**src/hdl/odsw_defs.vh**
```
/*
 Constants for the serial write host of an octal DAC.
 Assumes a 100 MHz system clock; included by bare name.
*/
// Operation
// - Host drives frame select low before sending a word.
// - Byte-oriented port gives eight falling edges per byte.
// - Keep frame select low between first and second byte.
// - Raise frame select only after the second byte completes.
// - Words go out most significant bit first.
// - Least-first hardware must reverse byte bit order before sending.
// - Clock polarity arranged so the converter samples on falling edges.
// - All converters share one serial clock and one data line.
// - At most one converter frame select asserted at any time.
// - Decoder enable held inactive while address inputs change.
`ifndef ODSW_DEFS_VH
`define ODSW_DEFS_VH
`define ODSW_WORD_BITS 16
`define ODSW_BYTE_BITS 8
`define ODSW_CNT_W 5
`define ODSW_HALF_DIV 8
`define ODSW_DIV_W 4
`define ODSW_SEL_N 4
`define ODSW_ADDR_W 2
`define ODSW_SETTLE 2
`endif

```
**src/hdl/odsw_host.v**
```verilog
/*
 Host that writes 16-bit words to one of several octal DACs
 sharing a serial clock and data line, each with its own select.
 Assumes words arrive on a valid/ready port in the mclk_i domain.
*/
`include "odsw_defs.vh"
module odsw_host #(
  parameter WORD_W = `ODSW_WORD_BITS,
  parameter SEL_N = `ODSW_SEL_N,
  parameter ADDR_W = `ODSW_ADDR_W,
  parameter HALF_DIV = `ODSW_HALF_DIV
) (
  input wire mclk_i,
  input wire rst_n_i,
  input wire [WORD_W-1:0] word_i,
  input wire [ADDR_W-1:0] addr_i,
  input wire valid_i,
  output wire ready_o,
  output reg sclk_o,
  output reg sdata_o,
  output wire [SEL_N-1:0] sync_n_o,
  output reg busy_o
);

  // ----------------------------------------
  // Reset release
  // ----------------------------------------
  reg rst_s1_q;
  reg rst_s2_q;
  always @(posedge mclk_i or negedge rst_n_i)
  begin
    if (!rst_n_i)
    begin
      rst_s1_q <= 1'b0;
      rst_s2_q <= 1'b0;
    end
    else
    begin
      rst_s1_q <= 1'b1;
      rst_s2_q <= rst_s1_q;
    end
  end
  wire rst_n = rst_s2_q;

  // ----------------------------------------
  // Two-entry buffer
  // ----------------------------------------
  reg [WORD_W+ADDR_W-1:0] buf_q [0:1];
  reg wp_q;
  reg rp_q;
  reg [1:0] cnt_q;
  wire buf_pop;
  wire buf_push = valid_i && (cnt_q != 2'd2);
  assign ready_o = (cnt_q != 2'd2);
  wire buf_valid = (cnt_q != 2'd0);
  wire [WORD_W+ADDR_W-1:0] buf_head = buf_q[rp_q];
  always @(posedge mclk_i or negedge rst_n)
  begin
    if (!rst_n)
    begin
      wp_q <= 1'b0;
      rp_q <= 1'b0;
      cnt_q <= 2'd0;
      buf_q[0] <= {(WORD_W+ADDR_W){1'b0}};
      buf_q[1] <= {(WORD_W+ADDR_W){1'b0}};
    end
    else
    begin
      if (buf_push)
      begin
        buf_q[wp_q] <= {addr_i, word_i};
        wp_q <= ~wp_q;
      end
      if (buf_pop)
        rp_q <= ~rp_q;
      cnt_q <= cnt_q + {1'b0, buf_push} - {1'b0, buf_pop};
    end
  end

  // ----------------------------------------
  // Frame engine
  // ----------------------------------------
  localparam S_IDLE = 4'b0001;
  localparam S_SEL = 4'b0010;
  localparam S_SHIFT = 4'b0100;
  localparam S_END = 4'b1000;

  reg [3:0] st_q;
  reg [WORD_W-1:0] sh_q;
  reg [ADDR_W-1:0] addr_q;
  reg [`ODSW_CNT_W-1:0] bit_q;
  reg [`ODSW_DIV_W-1:0] div_q;
  reg sel_en_q;
  wire tick = (div_q == HALF_DIV[`ODSW_DIV_W-1:0] - 4'd1);
  assign buf_pop = (st_q == S_IDLE) && buf_valid;

  function [SEL_N-1:0] dec_sel;
    input en;
    input [ADDR_W-1:0] a;
    begin
      dec_sel = {SEL_N{1'b0}};
      if (en)
        dec_sel[a] = 1'b1;
    end
  endfunction

  // ----------------------------------------
  // Half-period divider
  // ----------------------------------------
  always @(posedge mclk_i or negedge rst_n)
  begin
    if (!rst_n)
      div_q <= {`ODSW_DIV_W{1'b0}};
    else if (tick)
      div_q <= {`ODSW_DIV_W{1'b0}};
    else
      div_q <= div_q + 4'd1;
  end

  // ----------------------------------------
  // Shift sequencer
  // ----------------------------------------
  always @(posedge mclk_i or negedge rst_n)
  begin
    if (!rst_n)
    begin
      st_q <= S_IDLE;
      sh_q <= {WORD_W{1'b0}};
      addr_q <= {ADDR_W{1'b0}};
      bit_q <= {`ODSW_CNT_W{1'b0}};
      sclk_o <= 1'b1;
      sdata_o <= 1'b0;
    end
    else
    begin
      case (st_q)
        S_IDLE:
        begin
          sclk_o <= 1'b1;
          if (buf_valid)
          begin
            addr_q <= buf_head[WORD_W+ADDR_W-1:WORD_W];
            sh_q <= buf_head[WORD_W-1:0];
            st_q <= S_SEL;
          end
        end
        S_SEL:
          if (tick)
          begin
            sdata_o <= sh_q[WORD_W-1];
            bit_q <= {`ODSW_CNT_W{1'b0}};
            st_q <= S_SHIFT;
          end
        S_SHIFT:
          if (tick)
          begin
            if (sclk_o)
              sclk_o <= 1'b0;
            else
            begin
              sclk_o <= 1'b1;
              sh_q <= {sh_q[WORD_W-2:0], 1'b0};
              sdata_o <= sh_q[WORD_W-2];
              bit_q <= bit_q + 5'd1;
              if (bit_q == WORD_W[`ODSW_CNT_W-1:0] - 5'd1)
                st_q <= S_END;
            end
          end
        S_END:
          if (tick)
          begin
            st_q <= S_IDLE;
          end
        default:
          st_q <= S_IDLE;
      endcase
    end
  end

  // ----------------------------------------
  // Frame selects
  // ----------------------------------------
  reg sel_en_d;
  reg [SEL_N-1:0] sync_q;
  always @*
  begin
    sel_en_d = sel_en_q;
    case (st_q)
      S_IDLE:
        sel_en_d = 1'b0;
      S_SEL:
        if (tick)
          sel_en_d = 1'b1;
      S_SHIFT:
        sel_en_d = 1'b1;
      S_END:
        if (tick)
          sel_en_d = 1'b0;
      default:
        sel_en_d = 1'b0;
    endcase
  end

  always @(posedge mclk_i or negedge rst_n)
  begin
    if (!rst_n)
    begin
      sel_en_q <= 1'b0;
      sync_q <= {SEL_N{1'b1}};
    end
    else
    begin
      sel_en_q <= sel_en_d;
      sync_q <= ~dec_sel(sel_en_d, addr_q);
    end
  end
  assign sync_n_o = sync_q;

  // ----------------------------------------
  // Status
  // ----------------------------------------
  always @(posedge mclk_i or negedge rst_n)
  begin
    if (!rst_n)
      busy_o <= 1'b0;
    else
      busy_o <= buf_valid || (st_q != S_IDLE);
  end
endmodule

```
**config.mk**
```make
export PLATFORM = sky130hd
export DESIGN_NAME = odsw_host
export DESIGN_NICKNAME = d
export VERILOG_FILES = /design/src/hdl/odsw_host.v
export VERILOG_INCLUDE_DIRS = /design/src /design/src/hdl
export SDC_FILE = /design/constraint.sdc
export NUM_CORES = 1
export LEC_CHECK = 0
export ABC_CLOCK_PERIOD_IN_PS = 3700
export BUFFER_PORTS_ARGS = -buffer_cell sky130_fd_sc_hd__buf_2
export CAP_MARGIN = 20
export CORE_ASPECT_RATIO = 0.75
export CORE_UTILIZATION = 40
export CTS_CLUSTER_DIAMETER = 120
export DETAILED_ROUTE_END_ITERATION = 16
export SLEW_MARGIN = 5
export SYNTH_ARGS = -nofsm -noshare
export SYNTH_HDL_FRONTEND = slang
export SYNTH_SLANG_ARGS = --single-unit
```
**constraint.sdc**
```tcl
create_clock -name mclk_i -period 3.7 [get_ports mclk_i]
set_input_delay 0.555 -clock mclk_i [delete_from_list [all_inputs] [get_ports mclk_i]]
set_output_delay 0.555 -clock mclk_i [all_outputs]
set_load 0.05 [all_outputs]
```
Word-level counts from Yosys, hierarchy flattened
Cells that the tools add are included.
{ "classes": {"reduce_logical": 13, "muxes": 35, "magnitude_cmp": 5, "eq_ne": 14, "bitwise_logic": 5, "addsub": 4} }
{ "ops": {"columns": ["cell", "n"], "rows": [
  ["18-bit two-way mux", 4],
  ["16-bit two-way mux", 3],
  ["36-bit bitwise mux", 1],
  ["4-bit two-way mux", 8],
  ["16-bit case mux with 2 select lines", 1],
  ["18-bit demux with 1-bit select", 1],
  ["4-bit case mux with 4 select lines", 1],
  ["5-bit two-way mux", 3],
  ["2-bit inequality test, second input constant", 7],
  ["5-bit case mux with 2 select lines", 1],
  ["4-bit by 3-bit == test with 1-bit output, second input constant", 2],
  ["1-bit two-way mux", 8],
  ["4-bit AND reduction", 2],
  ["6-bit AND reduction", 1],
  ["2-bit nonzero test", 3],
  ["5-bit by 1-bit adder with 5-bit output, second input constant", 1],
  ["5-bit by 4-bit == test with 1-bit output, second input constant", 1],
  ["4-bit by 1-bit adder with 4-bit output, second input constant", 1],
  ["4-bit by 1-bit == test with 1-bit output, second input constant", 1],
  ["4-bit by 2-bit == test with 1-bit output, second input constant", 1],
  ["4-bit == test, second input constant", 1],
  ["2-bit >= comparator, second input constant", 2],
  ["1-bit logical AND", 4],
  ["4-bit by 1-bit inequality test with 1-bit output, second input constant", 1],
  ["13 further kinds", 17]
]} }
{ "word_totals": {"out_inout_bits": 8, "wordCells": 93, "register_bits": 81, "inputBits": 21} }

Logic depth before layout (Yosys ltp)
{ "depth": {"ltp_word": 6, "ltp_mapped": 9, "mapped_depth_nobuf": 7} }

Worst setup path after synthesis
OpenSTA, ideal clock, no wires.
{ "synth_path": {"path_kind": "register to register", "from": "reg cnt_q[0]", "to": "reg buf_q[26] in the netlist's numbering", "t_required_ns": 3.575, "n_path_buf": 1, "path_stages_with_launch": 6, "arrival_time_ns": 1.926, "setup_slack_ns": 1.649, "setup_ns": 0.125, "period_less_slack_ns": 2.051, "cell_sequence": "dfrtp_1 nand2b_1 nand2_1 nor2_2 buf_2 mux2_2"} }
{ "synth_via": {"elab_chain_len": 2} }
{ "synth_rtl": {"columns": ["element", "line_no", "rtl"], "rows": [
  ["start: declaration", "odsw_host.v:51", "reg [1:0] cnt_q;"],
  ["start signal: assignment", "odsw_host.v:76", "cnt_q <= cnt_q + {1'b0, buf_push} - {1'b0, buf_pop};"],
  ["2-bit inequality test", null, null],
  ["via ready_o", "odsw_host.v:18", "output wire ready_o,"],
  ["1-bit logical AND", "odsw_host.v:53", "wire buf_push = valid_i && (cnt_q != 2'd2);"],
  ["end signal: indexed assignment", "odsw_host.v:71", "buf_q[wp_q] <= {addr_i, word_i};"],
  ["end: declaration", "odsw_host.v:48", "reg [WORD_W+ADDR_W-1:0] buf_q [0:1];"]
]} }
The timed path passes the listed nets, and every way through them passes these cells.
A chain may end at the register's enable or synchronous reset.

Worst setup path in the final report
{ "layout_path": {"from": "reg st_q[1]", "to": "reg sh_q[0]"} }
{ "layout_via": {"elab_chain_len": 3, "elab_cells_between_ends": 8, "classes_between": "eq/ne: 5; mux: 1; reduce/logical: 2"} }
{ "layout_rtl": {"columns": ["element", "line_no", "rtl"], "rows": [
  ["start: declaration", "odsw_host.v:88", "reg [3:0] st_q;"],
  ["start signal: assignment", "odsw_host.v:127", "st_q <= S_IDLE;"],
  ["start signal: assignment", "odsw_host.v:144", "st_q <= S_SEL;"],
  ["start signal: assignment", "odsw_host.v:152", "st_q <= S_SHIFT;"],
  ["4-bit by 1-bit == test with 1-bit output or 4-bit by 3-bit == test with 1-bit output (tied branches)", "odsw_host.v:136", "case (st_q)"],
  ["2-bit inequality test (no line) or 2-bit nonzero test (tied branches)", null, null],
  ["4-bit AND reduction (no line)", null, null],
  ["end signal: assignment", "odsw_host.v:128", "sh_q <= {WORD_W{1'b0}};"],
  ["end signal: assignment", "odsw_host.v:143", "sh_q <= buf_head[WORD_W-1:0];"],
  ["end signal: assignment", "odsw_host.v:162", "sh_q <= {sh_q[WORD_W-2:0], 1'b0};"],
  ["end: declaration", "odsw_host.v:89", "reg [WORD_W-1:0] sh_q;"]
]} }
Several ways; a longest one is shown, not always the timed one.

==> run metrics <==
clk buf depth 2; Post-route DRC 0; DRT Wirelength 6490 um; CP max FO 16; Vias/cell 5.04; Clk pwr share 26.0%; worst min-delay path class reg2async; dpl hpwl 4130 um; Buffers on Ports 28; FF-to-FF End sh_q[0]$_DFFE_PN0P_; worst path arrival time 2.50 ns; utilization after layout 48.9%; maximum vdd drop 0.545 mV; synthesized flop and latch total 81; share of layout cells above drive strength 1 33.4%; initial antenna violation count 0; status completed; Area contributors post-synth dfrtp_1 (51%), mux2_2 (13%), mux2i_1 (5.8%); Inserted Diodes 0; RePlAce Congestion 0.767; minimum clock period 2.27 ns; Power Density 907 mW/mm^2; syn avg cell area 12.7 sq um; Net Sw Power 1.19 mW; Skew-Pair Late Insertion Delay 0.34 ns; top cells by instance count after synthesis dfrtp_1 (75), mux2_2 (42), nand2_1 (25); largest net degree at the start of global routing 80; first-pass GRT wire length 10900 um; reg2reg start st_q[1]$_DFFE_PN0P_; Congestion Overflow GR 0; Int Power 2.66 mW; RSZ-0062 raised after global routing false; vias 2173; Initial Utilization 42.1%; CTS clk-pin slew, worst paths 0.06 ns; worst reg2reg path depth 4; Setup crit end kind flop; final max-slew violation count 0; Gate power share 33.4%; EDFF count, synth 0; clock root buffer master clkbuf_16; startpoint types flop; drt first pass iters 4; part of the power in registers 40.6%; vias in the first global route 2166; flop-to-flop setup slack 1.43 ns; Die Height 84.8 um; Die ar. 0.00952 sq mm; Die X 112 um; clock sink count 81; critical path class reg2reg; post-CTS setup buffer count 0; Std-Cell Rows 29; Hold Fails Final Rpt 0; CTS buffer count 9; Leak 1.93 nW; CTS tree yes; Mapped Nets 314; CP Data Required Time 3.93 ns; Resize count post-CTS 0; top cell type's share of synthesized area 51.4%; post-synthesis cell count 288; H-Tree Depth 3; Slew HR 27.5%; WL per Instance 15.1 um; post-synth cell types 38; transition time of the tightest slew-check pin 1.09 ns; I/O pin cnt 29; # hold bufs at CTS 1; Worst Clk Skew 0.00559 ns; fraction of registers with async set/reset 100%; Max Cap Violations 0; core area 0.00867 sq mm; 1st-iter DRT viols 87; switching share of power 31.0%; Seq/Total Area, Yosys 55.7%; post-route antenna net violation count 0; Hold WS 0.298 ns; Final Cycle Share 61.3%; PnR Total Power 3.85 mW; synthesized area 0.00365 sq mm; most common cell in the netlist dfrtp_1; fmax 441 MHz; Area Overhead vs Synth 16.1%; biggest area consumer among synthesized cells dfrtp_1; TNS Setup 0 ns; Final Setup Violations 0; GRT Overall Usage 15.3%; Main synth FF type dfrtp_1; Yosys Warn Count 0; Final #Nets 344
cell type report:
class,count,area [sq um]
Clock buffer,11,233
Clock inverter,5,104
Fill cell,789,4430
Inverter,7,26.3
Multi-Input combinational cell,187,1520
Sequential cell,81,2040
Tap cell,108,135
Timing Repair Buffer,32,185
layer usage:
metal  GRT usage [%]  share of wire [%]  up-vias
met3            5.99                4.3        9
met2            21.2                 42       33
met5               0                  0        -
li1                -                  -     1071
met1            21.8                 52     1060
met4            5.09                1.3        0
worst max path at each step:
stage,from,to,depth (start not counted)
CTS,st_q[1]$_DFFE_PN0P_,sh_q[4]$_DFFE_PN0P_,4
global placement,st_q[1]$_DFFE_PN0P_,sh_q[4]$_DFFE_PN0P_,4
finish,st_q[1]$_DFFE_PN0P_,sh_q[0]$_DFFE_PN0P_,4
detailed placement,st_q[1]$_DFFE_PN0P_,sh_q[6]$_DFFE_PN0P_,4
global route,st_q[1]$_DFFE_PN0P_,sh_q[2]$_DFFE_PN0P_,4
floorplan,rst_n$_DFF_PN0_,addr_q[0]$_DFFE_PN0P_,0
flip-flops by register name, summed over array words and instances, names as in the netlist:
| register | flops |
|---|---|
| buf_q | 36 |
| sh_q | 16 |
| bit_q | 5 |
| div_q | 4 |
| st_q | 4 |
| sync_n_o | 4 |
| addr_q | 2 |
| cnt_q | 2 |
| busy_o | 1 |
| rp_q | 1 |
| rst_n | 1 |
| rst_s1_q | 1 |
| sclk_o | 1 |
| sdata_o | 1 |
| sel_en_q | 1 |
| wp_q | 1 |
logic make-up (layout without fill, tap and decap cells):
| family | Yosys count | after routing | share of synthesized area (%) |
|---|---|---|---|
| flip-flops | 81 | 81 | 55.7 |
| multiplexers | 72 | 72 | 22.4 |
| AND/OR/NAND/NOR | 67 | 67 | 10.0 |
| AO/OA/AOI/OAI | 37 | 37 | 6.23 |
| buffers and inverters | 20 | 55 | 2.67 |
| adder cells (fa/ha/maj) | 5 | 5 | 1.71 |
| XOR/XNOR | 5 | 5 | 1.20 |
| other | 1 | 1 | 0.103 |
through the flow:
stage | std cells | instance area (sq um) | setup WS (ns)
floorplan | 288 | 3650 | 1.29
global placement | 413 | 3880 | 1.48
detailed placement | 413 | 3880 | 1.44
CTS | 430 | 4220 | 1.42
global route | 431 | 4240 | 1.29
finish | 431 | 4240 | 1.43
power by group through the flow:
stage          clock network, mW  logic (mW)  registers (mW)
2_1_floorplan                  0        1.11            1.50
6_report                    1.00        1.28            1.56
3_3_place_gp                   0        1.25            1.57
5_1_grt                     1.06        1.42            1.62
3_5_place_dp                   0        1.28            1.59
4_1_cts                     1.03        1.29            1.57
critical path: stages (launching register included):
cell,delay [ns]
dfrtp_1,0.55
nor4b_4,0.42
nor2_1,0.13
a31oi_4,0.64
mux2_2,0.40
cells in the final DEF (no fill, tap or decap), drive strengths merged, types with 2 or more instances in the layout:
cell type / count
a21oi: 3
nand2b: 3
nor2: 13
mux2: 51
and3: 2
nor3: 2
bufinv: 3
dfstp: 6
a21o: 2
a31oi: 3
dfrtp: 75
o211ai: 3
clkbuf: 11
nand4: 2
xnor2: 3
clkinv: 2
nand3: 6
buf: 31
xor2: 2
inv: 7
nor4b: 2
ha: 5
mux2i: 21
nor2b: 3
nand3b: 4
nand2: 25
o21ai: 23
(Power assumes the default switching activity.)
